==> config.mk <==
export PLATFORM = sky130hd
export DESIGN_NAME = vhf_top
export DESIGN_NICKNAME = d
export VERILOG_FILES = /design/src/core/vhf_pkg.sv /design/src/core/vhf_top.sv
export SDC_FILE = /design/constraint.sdc
export NUM_CORES = 1
export LEC_CHECK = 0
export BUFFER_PORTS_ARGS = -buffer_cell sky130_fd_sc_hd__buf_2
export CORE_MARGIN = 10
export CORE_UTILIZATION = 45
export DETAILED_ROUTE_END_ITERATION = 8
export PLACE_DENSITY = 0.7
export SLEW_MARGIN = 10
export SYNTH_ARGS = -nofsm -noshare
export SYNTH_HDL_FRONTEND = slang
export SYNTH_SLANG_ARGS = --single-unit
export TNS_END_PERCENT = 50
==> constraint.sdc <==
create_clock -name aclk -period 9.8 [get_ports aclk]
set_input_delay 0 -clock aclk [delete_from_list [all_inputs] [get_ports aclk]]
set_output_delay 0 -clock aclk [all_outputs]
set_load 0.02 [all_outputs]
==> src/core/vhf_pkg.sv <==
// package for the valve head feedback logic: register map, field positions,
// timing counts and carrier structs. assumes a 10 MHz aclk.
package vhf_pkg;
    // clock rate and timing
    localparam int CLK_HZ = 10000000;
    localparam int HANDSHAKE_MS = 2000;
    localparam int HANDSHAKE_CYC = HANDSHAKE_MS * (CLK_HZ / 1000);
    localparam int CMD_MIN_MS = 500;
    localparam int CMD_MIN_CYC = CMD_MIN_MS * (CLK_HZ / 1000);
    localparam int MARGIN_MS = 200;
    localparam int MARGIN_CYC = MARGIN_MS * (CLK_HZ / 1000);

    // register byte offsets
    localparam logic [7:0] OFF_CTRL = 8'h00;
    localparam logic [7:0] OFF_SETUP = 8'h04;
    localparam logic [7:0] OFF_ERROR = 8'h08;
    localparam logic [7:0] OFF_STATUS = 8'h0c;
    localparam logic [7:0] OFF_IRQ = 8'h10;
    localparam logic [7:0] OFF_MASK = 8'h14;
    localparam logic [7:0] OFF_STROKE = 8'h18;

    // ctrl fields
    localparam int CTRL_BURST = 0;
    localparam int CTRL_US = 1;
    localparam int CTRL_FACTORY = 2;
    localparam int CTRL_SELECT = 3;
    localparam int CTRL_ENTER = 4;
    // setup fields
    localparam int SETUP_VARIANT3 = 0;
    localparam int SETUP_NSOL_LO = 1;
    localparam int SETUP_OK = 3;
    localparam int SETUP_NOSENSOR = 4;
    localparam int SETUP_IFACE_LO = 5;
    // irq bits
    localparam int IRQ_DONE = 0;
    localparam int IRQ_FAULT = 1;

    // reset value, menu positions and led patterns
    localparam logic [31:0] RST_STROKE = 32'h0000_0000;
    localparam logic [4:0] MENU_BURST = 5'h04;
    localparam logic [4:0] MENU_US = 5'h05;
    localparam logic [7:0] LED_BURST = 8'h08;
    localparam logic [7:0] LED_US = 8'h80;

    typedef enum logic [1:0] {IFACE_DISCRETE, IFACE_ASI, IFACE_IOLINK, IFACE_SPARE} vhf_iface_t;

    // solenoid command trio
    typedef struct packed {
        logic lsp;
        logic usl;
        logic main;
    } vhf_sol_t;

    // feedback bits towards the plc
    typedef struct packed {
        logic valve_state;
        logic lsp_bit;
        logic usl_bit;
        logic main_open;
        logic all_closed_feedback;
    } vhf_fb_t;
endpackage

==> src/core/vhf_top.sv <==
// valve head feedback logic: burst seat clean sequencing, fail-safe valve state,
// default and u.s. feedback mapping, axi4-lite register slave.
// assumes plc inputs and sensor flags synchronous to aclk.
//
// Overview of operation
// - burst enable only on three-solenoid unit with 2-3 solenoids after good setup
// - four selects light led 4, enter toggles burst; register also sets it
// - burst off at reset; factory restore forces burst off
// - in burst, rising seat command energises its solenoid
// - in burst, solenoid drops once target position reached, whatever command
// - after a completed pulse, feedback and led hold at least 2 s
// - without seat lift sensor, pulse ends after stored stroke time plus margin
// - discrete/io-link: valve state drops for 16,19-27,29-31; others no effect
// - as-interface: drops only for 16,19-22,31
// - single-solenoid mapping: idle 1/0/1, solenoid one 0/1/1
// - three-solenoid default mapping is one-hot, valve state 1
// - same default mapping on discrete, as-interface and io-link
// - u.s. option only three-solenoid, discrete or as-i, any time vs setup
// - u.s. option gives separate closed bits for upper and lower seat
// - five selects light led 8, enter toggles u.s.; register also sets it
// - u.s. off at reset; stays on through factory restore
// - u.s. map: idle 1011, sv1 0100, sv2 0001, sv3 0010, state 1
//
// Decided for this implementation: the address map and the AXI4-Lite interface to the registers.
`timescale 1ns/100ps
module vhf_top #(
    parameter int HANDSHAKE_CYCLES = vhf_pkg::HANDSHAKE_CYC,
    parameter int MARGIN_CYCLES = vhf_pkg::MARGIN_CYC
) (
    // clock and reset
    input wire logic aclk,
    input wire logic aresetn,
    // axi4-lite write address and data
    input wire logic [7:0] s_axi_awaddr,
    input wire logic s_axi_awvalid,
    output logic s_axi_awready,
    input wire logic [31:0] s_axi_wdata,
    input wire logic [3:0] s_axi_wstrb,
    input wire logic s_axi_wvalid,
    output logic s_axi_wready,
    // axi4-lite write response
    output logic [1:0] s_axi_bresp,
    output logic s_axi_bvalid,
    input wire logic s_axi_bready,
    // axi4-lite read
    input wire logic [7:0] s_axi_araddr,
    input wire logic s_axi_arvalid,
    output logic s_axi_arready,
    output logic [31:0] s_axi_rdata,
    output logic [1:0] s_axi_rresp,
    output logic s_axi_rvalid,
    input wire logic s_axi_rready,
    // plc commands and valve sensing
    input wire vhf_pkg::vhf_sol_t plc_cmd,
    input wire logic target_reached,
    input wire logic select_button,
    input wire logic enter_button,
    // outputs to valve and plc
    output vhf_pkg::vhf_sol_t solenoid,
    output vhf_pkg::vhf_fb_t feedback,
    output logic [7:0] led,
    output logic irq
);
    // software state
    logic [31:0] ctrl_sw;
    logic [31:0] setup_cfg;
    logic [4:0] error_code;
    logic [31:0] stroke_cyc;
    logic [1:0] irq_stat;
    logic [1:0] irq_mask;
    logic burst_en;
    logic us_en;
    logic [4:0] menu_pos;
    logic sel_q;
    logic ent_q;
    logic [1:0] cmd_q;
    // burst sequencer
    typedef enum logic [1:0] {ST_IDLE, ST_PULSE, ST_HOLD} vhf_state_t;
    vhf_state_t state;
    logic seat_lsp;
    logic [31:0] timer;
    logic done_evt;
    logic fault_evt;
    // axi
    logic aw_held;
    logic w_held;
    logic [7:0] aw_addr;
    logic [31:0] w_data;
    logic [3:0] w_strb;
    logic do_write;

    // decoded setup information
    logic variant3;
    logic [1:0] nsol;
    logic setup_ok;
    logic no_sensor;
    vhf_pkg::vhf_iface_t iface;
    assign variant3 = setup_cfg[vhf_pkg::SETUP_VARIANT3];
    assign nsol = setup_cfg[vhf_pkg::SETUP_NSOL_LO +: 2];
    assign setup_ok = setup_cfg[vhf_pkg::SETUP_OK];
    assign no_sensor = setup_cfg[vhf_pkg::SETUP_NOSENSOR];
    assign iface = vhf_pkg::vhf_iface_t'(setup_cfg[vhf_pkg::SETUP_IFACE_LO +: 2]);

    logic burst_allowed;
    logic us_allowed;
    assign burst_allowed = variant3 && (nsol >= 2'd2) && setup_ok;
    assign us_allowed = variant3 && (iface == vhf_pkg::IFACE_DISCRETE || iface == vhf_pkg::IFACE_ASI);

    // axi write channel capture, address and data in either order
    always_ff @(posedge aclk) begin
        if (!aresetn) begin
            aw_held <= 1'b0;
            w_held <= 1'b0;
            aw_addr <= 8'h00;
            w_data <= 32'h0000_0000;
            w_strb <= 4'h0;
        end else begin
            if (s_axi_awvalid && s_axi_awready) begin
                aw_held <= 1'b1;
                aw_addr <= s_axi_awaddr;
            end else if (do_write) begin
                aw_held <= 1'b0;
            end
            if (s_axi_wvalid && s_axi_wready) begin
                w_held <= 1'b1;
                w_data <= s_axi_wdata;
                w_strb <= s_axi_wstrb;
            end else if (do_write) begin
                w_held <= 1'b0;
            end
        end
    end
    assign do_write = aw_held && w_held && !s_axi_bvalid;

    // ready only while the holding slot is empty
    always_ff @(posedge aclk) begin
        if (!aresetn) begin
            s_axi_awready <= 1'b0;
            s_axi_wready <= 1'b0;
        end else begin
            s_axi_awready <= !aw_held && !(s_axi_awvalid && s_axi_awready) && !s_axi_bvalid;
            s_axi_wready <= !w_held && !(s_axi_wvalid && s_axi_wready) && !s_axi_bvalid;
        end
    end

    // write response; unmapped addresses answer slverr
    always_ff @(posedge aclk) begin
        if (!aresetn) begin
            s_axi_bvalid <= 1'b0;
            s_axi_bresp <= 2'h0;
        end else if (do_write) begin
            s_axi_bvalid <= 1'b1;
            s_axi_bresp <= (aw_addr > vhf_pkg::OFF_STROKE || aw_addr[1:0] != 2'h0) ? 2'h2 : 2'h0;
        end else if (s_axi_bready) begin
            s_axi_bvalid <= 1'b0;
        end
    end

    // byte-lane merge helper
    function automatic logic [31:0] merge(input logic [31:0] old, input logic [31:0] nw, input logic [3:0] st);
        logic [31:0] r;
        r = old;
        for (int i = 0; i < 4; i++) begin
            if (st[i]) r[i*8 +: 8] = nw[i*8 +: 8];
        end
        return r;
    endfunction

    // plain configuration registers
    always_ff @(posedge aclk) begin
        if (!aresetn) begin
            setup_cfg <= 32'h0000_0000;
            error_code <= 5'h00;
            stroke_cyc <= vhf_pkg::RST_STROKE;
            irq_mask <= 2'h0;
            ctrl_sw <= 32'h0000_0000;
        end else begin
            ctrl_sw <= 32'h0000_0000;
            if (do_write) begin
                unique case (aw_addr)
                    vhf_pkg::OFF_CTRL: ctrl_sw <= merge(32'h0000_0000, w_data, w_strb);
                    vhf_pkg::OFF_SETUP: setup_cfg <= merge(setup_cfg, w_data, w_strb);
                    vhf_pkg::OFF_ERROR: error_code <= w_strb[0] ? w_data[4:0] : error_code;
                    vhf_pkg::OFF_MASK: irq_mask <= w_strb[0] ? w_data[1:0] : irq_mask;
                    vhf_pkg::OFF_STROKE: stroke_cyc <= merge(stroke_cyc, w_data, w_strb);
                    default: ;
                endcase
            end
        end
    end

    // ctrl write strobes, one cycle after the write lands
    logic wr_mode;
    logic factory;
    logic sel_edge;
    logic ent_edge;
    assign wr_mode = ctrl_sw[31];
    assign factory = ctrl_sw[vhf_pkg::CTRL_FACTORY];
    assign sel_edge = select_button && !sel_q;
    assign ent_edge = enter_button && !ent_q;

    // button menu: select steps position, enter toggles the option it points at
    always_ff @(posedge aclk) begin
        if (!aresetn) begin
            sel_q <= 1'b0;
            ent_q <= 1'b0;
            menu_pos <= 5'h00;
        end else begin
            sel_q <= select_button;
            ent_q <= enter_button;
            if (ent_edge) begin
                menu_pos <= 5'h00;
            end else if (sel_edge) begin
                menu_pos <= (menu_pos == vhf_pkg::MENU_US) ? 5'h00 : menu_pos + 5'h01;
            end
        end
    end

    // option bits; a write of ctrl with bit 31 set loads both options directly
    always_ff @(posedge aclk) begin
        if (!aresetn) begin
            burst_en <= 1'b0;
            us_en <= 1'b0;
        end else begin
            if (factory) begin
                burst_en <= 1'b0;
            end else if (wr_mode) begin
                burst_en <= ctrl_sw[vhf_pkg::CTRL_BURST] && burst_allowed;
            end else if (ent_edge && menu_pos == vhf_pkg::MENU_BURST) begin
                burst_en <= !burst_en && burst_allowed;
            end else if (!burst_allowed) begin
                burst_en <= 1'b0;
            end
            // factory restore deliberately leaves the u.s. option alone
            if (wr_mode) begin
                us_en <= ctrl_sw[vhf_pkg::CTRL_US] && us_allowed;
            end else if (ent_edge && menu_pos == vhf_pkg::MENU_US) begin
                us_en <= !us_en && us_allowed;
            end else if (!us_allowed) begin
                us_en <= 1'b0;
            end
        end
    end

    // burst sequencer; plc is expected to hold the command 500 ms, so the
    // edge is taken once and the command level is otherwise ignored
    logic usl_rise;
    logic lsp_rise;
    logic [31:0] pulse_limit;
    assign usl_rise = plc_cmd.usl && !cmd_q[0];
    assign lsp_rise = plc_cmd.lsp && !cmd_q[1];
    assign pulse_limit = stroke_cyc + 32'(MARGIN_CYCLES);
    always_ff @(posedge aclk) begin
        if (!aresetn) begin
            state <= ST_IDLE;
            cmd_q <= 2'h0;
            seat_lsp <= 1'b0;
            timer <= 32'h0000_0000;
            done_evt <= 1'b0;
        end else begin
            cmd_q <= {plc_cmd.lsp, plc_cmd.usl};
            done_evt <= 1'b0;
            unique case (state)
                ST_IDLE: begin
                    timer <= 32'h0000_0000;
                    if (burst_en && (usl_rise || lsp_rise)) begin
                        state <= ST_PULSE;
                        seat_lsp <= lsp_rise && !usl_rise;
                    end
                end
                ST_PULSE: begin
                    timer <= timer + 32'h0000_0001;
                    if (no_sensor ? (timer + 32'h0000_0001 >= pulse_limit) : target_reached) begin
                        state <= ST_HOLD;
                        timer <= 32'h0000_0000;
                        done_evt <= 1'b1;
                    end
                end
                ST_HOLD: begin
                    timer <= timer + 32'h0000_0001;
                    if (timer >= 32'(HANDSHAKE_CYCLES - 1)) begin
                        state <= ST_IDLE;
                    end
                end
                default: state <= ST_IDLE;
            endcase
        end
    end

    // error code decode per interface
    logic drop_state;
    always_comb begin
        drop_state = 1'b0;
        if (iface == vhf_pkg::IFACE_ASI) begin
            drop_state = (error_code == 5'h10) || (error_code >= 5'h13 && error_code <= 5'h16)
                || (error_code == 5'h1f);
        end else begin
            drop_state = (error_code == 5'h10) || (error_code >= 5'h13 && error_code <= 5'h1b)
                || (error_code >= 5'h1d);
        end
    end
    assign fault_evt = drop_state && !feedback.valve_state;

    // solenoid drive: burst pulses override, seat drives forced off on single-solenoid units, otherwise plc level passes through
    vhf_pkg::vhf_sol_t next_sol;
    always_comb begin
        next_sol = plc_cmd;
        if (burst_en) begin
            next_sol.usl = (state == ST_PULSE) && !seat_lsp;
            next_sol.lsp = (state == ST_PULSE) && seat_lsp;
        end
        if (!variant3) begin
            next_sol.usl = 1'b0;
            next_sol.lsp = 1'b0;
        end
    end

    // feedback mapping, independent of interface type
    vhf_pkg::vhf_fb_t next_fb;
    always_comb begin
        next_fb = '0;
        next_fb.valve_state = !drop_state;
        if (!variant3) begin
            next_fb.all_closed_feedback = !next_sol.main;
            next_fb.main_open = next_sol.main;
        end else if (us_en) begin
            // closed bits per seat
            next_fb.all_closed_feedback = !(next_sol.main || next_sol.usl || next_sol.lsp);
            next_fb.main_open = next_sol.main;
            next_fb.usl_bit = !next_sol.main && !next_sol.usl;
            next_fb.lsp_bit = !next_sol.main && !next_sol.lsp;
        end else begin
            next_fb.main_open = next_sol.main;
            next_fb.usl_bit = !next_sol.main && next_sol.usl;
            next_fb.lsp_bit = !next_sol.main && !next_sol.usl && next_sol.lsp;
            next_fb.all_closed_feedback = !(next_sol.main || next_sol.usl || next_sol.lsp);
        end
        if (state == ST_HOLD) begin
            // completion handshake on the seat's own feedback bit
            if (seat_lsp) next_fb.lsp_bit = 1'b1;
            else next_fb.usl_bit = 1'b1;
        end
    end

    // registered outputs
    always_ff @(posedge aclk) begin
        if (!aresetn) begin
            solenoid <= '0;
            feedback <= '0;
            led <= 8'h00;
        end else begin
            solenoid <= next_sol;
            feedback <= next_fb;
            led <= ((state == ST_HOLD) ? vhf_pkg::LED_BURST : 8'h00)
                | ((menu_pos == vhf_pkg::MENU_BURST) ? vhf_pkg::LED_BURST : 8'h00)
                | ((menu_pos == vhf_pkg::MENU_US) ? vhf_pkg::LED_US : 8'h00);
        end
    end

    // sticky interrupt status, set beats write-one-to-clear
    logic [1:0] w1c;
    assign w1c = (do_write && aw_addr == vhf_pkg::OFF_IRQ && w_strb[0]) ? w_data[1:0] : 2'h0;
    always_ff @(posedge aclk) begin
        if (!aresetn) begin
            irq_stat <= 2'h0;
            irq <= 1'b0;
        end else begin
            irq_stat <= (irq_stat & ~w1c) | {fault_evt, done_evt};
            irq <= |(irq_stat & irq_mask);
        end
    end

    // read channel, one read at a time
    logic [31:0] rd_val;
    always_comb begin
        rd_val = 32'h0000_0000;
        unique case (s_axi_araddr)
            vhf_pkg::OFF_CTRL: rd_val = {30'h0, us_en, burst_en};
            vhf_pkg::OFF_SETUP: rd_val = setup_cfg;
            vhf_pkg::OFF_ERROR: rd_val = {27'h0, error_code};
            vhf_pkg::OFF_STATUS: rd_val = {14'h0, menu_pos, solenoid, feedback, 3'h0, state};
            vhf_pkg::OFF_IRQ: rd_val = {30'h0, irq_stat};
            vhf_pkg::OFF_MASK: rd_val = {30'h0, irq_mask};
            vhf_pkg::OFF_STROKE: rd_val = stroke_cyc;
            default: rd_val = 32'h0000_0000;
        endcase
    end
    always_ff @(posedge aclk) begin
        if (!aresetn) begin
            s_axi_arready <= 1'b0;
            s_axi_rvalid <= 1'b0;
            s_axi_rdata <= 32'h0000_0000;
            s_axi_rresp <= 2'h0;
        end else begin
            s_axi_arready <= !s_axi_rvalid && !(s_axi_arvalid && s_axi_arready);
            if (s_axi_arvalid && s_axi_arready) begin
                s_axi_rvalid <= 1'b1;
                s_axi_rdata <= rd_val;
                s_axi_rresp <= (s_axi_araddr > vhf_pkg::OFF_STROKE || s_axi_araddr[1:0] != 2'h0) ? 2'h2 : 2'h0;
            end else if (s_axi_rready) begin
                s_axi_rvalid <= 1'b0;
            end
        end
    end
endmodule

==> results.json <==
{
  "routabilityCongestion": 0.8530,
  "drtPass1Iterations": 6,
  "dp_hpwl_microns": 20460,
  "dr_total_vias": 9343,
  "cts_root_buf": "clkbuf_16",
  "cts_sinks": 219,
  "syn_avg_cell_area_sq_um": 8.470,
  "skew_ns": 0.009618,
  "cp.arrival_ns": 4.92,
  "r2r_cells": 15,
  "hold_class": "in -> reg",
  "overflow": 0,
  "synth_top_family_by_area": "simple AND/OR/NAND/NOR gates",
  "setup_viol": 0,
  "worstPathRequired_ns": 10.20,
  "synthMuxAreaShare_pct": 5.158,
  "synth.area.top_cells": "dfxtp_1 42%, nand2_1 7.8%, a21oi_1 5.2%, ha_1 5.0%, mux2i_1 4.9%",
  "crit_path_end_kind": "flip-flop",
  "multiInputGateArea_sq_um": 5555,
  "ys_ff_latch": 219,
  "synth_fa_ha_area_share_pct": 4.964,
  "max_freq_mhz": 221.5,
  "vias_per_cell": 5.588,
  "dp.cells": 1564,
  "grt_max_degree": 78,
  "hold_violations": 0,
  "peakVddDrop_v": 0.0001415,
  "synth_edf_count": 0,
  "synthesis.instances": 1220,
  "stdcell_count": 1672,
  "yosys.cell_types.count": 63,
  "io_pins": 123,
  "cts_max_level": 1,
  "yosys_warnings": 0,
  "maxSlewViolCount": 0,
  "regArea_sq_um": 4384,
  "first_iter_violations": 788,
  "cts_tree": "built",
  "n_antenna_cell": 0,
  "die-area_sq_um": 29420,
  "period_minus_slack_ns": 4.514,
  "worstPathMaxFanout": 38,
  "cts_buffers": 24,
  "grt_pass1_vias": 8901,
  "drc": 0,
  "synthSimpleGateAreaFrac_pct": 22.19,
  "layout-drive-gt1-share_pct": 14.06,
  "ys_seq_area_share_pct": 42.43,
  "synth.top_cell.area_share_pct": 42.43,
  "crit_path_start_kind": "flip-flop",
  "clk_latency_ns": 0.51,
  "synth_most_common_cell": "dfxtp_1",
  "rsz0062_at_grt": "no",
  "num-fill-cells": 1946,
  "hold_ws_ns": 0.009560,
  "ant_nets": 0,
  "synthXorXnorAreaFrac_pct": 4.734,
  "power_w": 0.002043,
  "grt_use_total_pct": 19.77,
  "path_clk_slew_ns": 0.06,
  "fp.dieH_microns": 171.5,
  "start_util_pct": 45.64,
  "timing.setup.tns_ns": 0,
  "routed_wl_microns": 29950,
  "coreArea_sq_um": 22640,
  "syn2layout_area_growth_pct": 22.23,
  "fp-row-count": 55,
  "cap_viol_max_count": 0,
  "layout.nets": 1475,
  "max_slew_margin_pct": 25.50,
  "synth_commonest_cells": "219 x dfxtp_1, 215 x nand2_1, 118 x nor2_1",
  "synth-async-reset-ratio_pct": 0,
  "wire_per_inst_microns": 17.91,
  "antenna_found_initial": 0,
  "clock_path_buffers": 3,
  "period_share_pct": 46.06,
  "power.density_nw_per_um2": 161.8,
  "ys.flop_type": "dfxtp_1",
  "path_class": "reg -> reg",
  "synth_compound_area_share_pct": 16.25,
  "grt_pass1_wl_microns": 47600,
  "p_leak_nw": 5.243,
  "final_util_pct": 55.79,
  "worst_slew_pin_slew_ns": 1.102,
  "syn_area_sq_um": 10330,
  "io_buffers": 114,
  "hold_depth": 5,
  "outcome": "completed",
  "die_width_microns": 171.5,
  "synth_top_area_cell": "dfxtp_1"
}
[power by group]
| group | switching (W) | internal (W) | leakage, nW |
|---|---|---|---|
| combinational | 0.0000592 | 0.0000424 | 3.02 |
| clock | 0.000370 | 0.000656 | 0.447 |
| sequential | 0.0000118 | 0.000904 | 1.77 |
| total | 0.000441 | 0.00160 | 5.24 |
[state kept, by name, summed over array words and instances (netlist names), 2 cells and up]
register	count
aw_addr	8
cmd_q	2
ctrl_sw	4
error_code	5
feedback	4
irq_mask	2
irq_stat	2
led	2
menu_pos	5
s_axi_rdata	32
setup_cfg	32
solenoid	3
state	2
stroke_cyc	32
timer	32
w_data	32
w_strb	4
[what timing repair did]
action | 4_1_cts | 5_1_grt
resized for setup | 0 | 0
buffers inserted | 0 | 0
hold buffers | 64 | 0
endpoints found under the hold margin | 70 | 0
[logic make-up after synthesis]
| logic type | count (synthesis) |
|---|---|
| AND/OR/NAND/NOR | 488 |
| AO/OA/AOI/OAI | 260 |
| flip-flops | 219 |
| buffers and inverters | 103 |
| XOR/XNOR | 55 |
| multiplexers | 53 |
| adder cells (fa/ha/maj) | 41 |
| other | 1 |
[layout make-up]
cell class	instances	share of cell area, %
sequential	219	34.71
inverter	28	0.8519
clock inverter	9	1.387
tap	285	2.823
timing repair buffer	191	10.36
multi-input combinational	905	43.98
clock buffer	35	5.884
[metrics by stage]
step           cell area [sq um]  setup WS (ns)
3_3_place_gp               11070          5.511
4_1_cts                    12630          5.364
5_1_grt                    12630          5.011
6_report                   12630          5.286
3_5_place_dp               11070          5.385
2_1_floorplan              10360          6.139
[placed cells by master (no fill, tap or decap), types with 27 or more instances in the layout]
| cell | instances |
|---|---|
| dfxtp_1 | 219 |
| nand2_1 | 215 |
| nor2_1 | 118 |
| buf_2 | 114 |
| a21oi_1 | 106 |
| dlygate4sd3_1 | 64 |
| mux2i_1 | 51 |
| o21ai_0 | 47 |
| ha_1 | 41 |
| nand3_1 | 31 |
| xnor2_1 | 29 |
| inv_1 | 27 |
[critical path, cell delays in order, from the launching register on]
cell and delay (ns):
dfxtp_1 0.48, nand4_1 0.17, or2_2 0.37, nor4b_4 0.43
and3_1 0.25, nor2b_1 0.06, or2_2 0.29, ha_1 0.28
nand4_1 0.11, nor4_1 0.53, nand2_1 0.12, a211oi_2 0.34
o41ai_4 0.12, buf_4 0.28, and3_1 0.31, a22o_1 0.25
[worst paths after layout]
path                                             start                          end  slack (ns)
worst min-delay path                   s_axi_araddr[2]  s_axi_rresp[1]$_SDFFE_PN0P_        0.01
worst max register to register  timer[16]$_SDFFE_PN0P_       timer[17]$_SDFFE_PN0P_        5.29
worst max-delay path            timer[16]$_SDFFE_PN0P_       timer[17]$_SDFFE_PN0P_        5.29
worst min register to register   ctrl_sw[2]$_SDFF_PN0_        burst_en$_SDFFE_PP0P_        0.39
[layer usage]
| layer | vias up | GRT usage [%] | wire length (microns) |
|---|---|---|---|
| met5 | - | 0 | 0 |
| met4 | 0 | 5.104 | 637 |
| met3 | 49 | 2.934 | 1863 |
| met2 | 318 | 33.50 | 14260 |
| met1 | 4415 | 25.67 | 13190 |
| li1 | 4561 | - | - |
(Power assumes the default switching activity.)
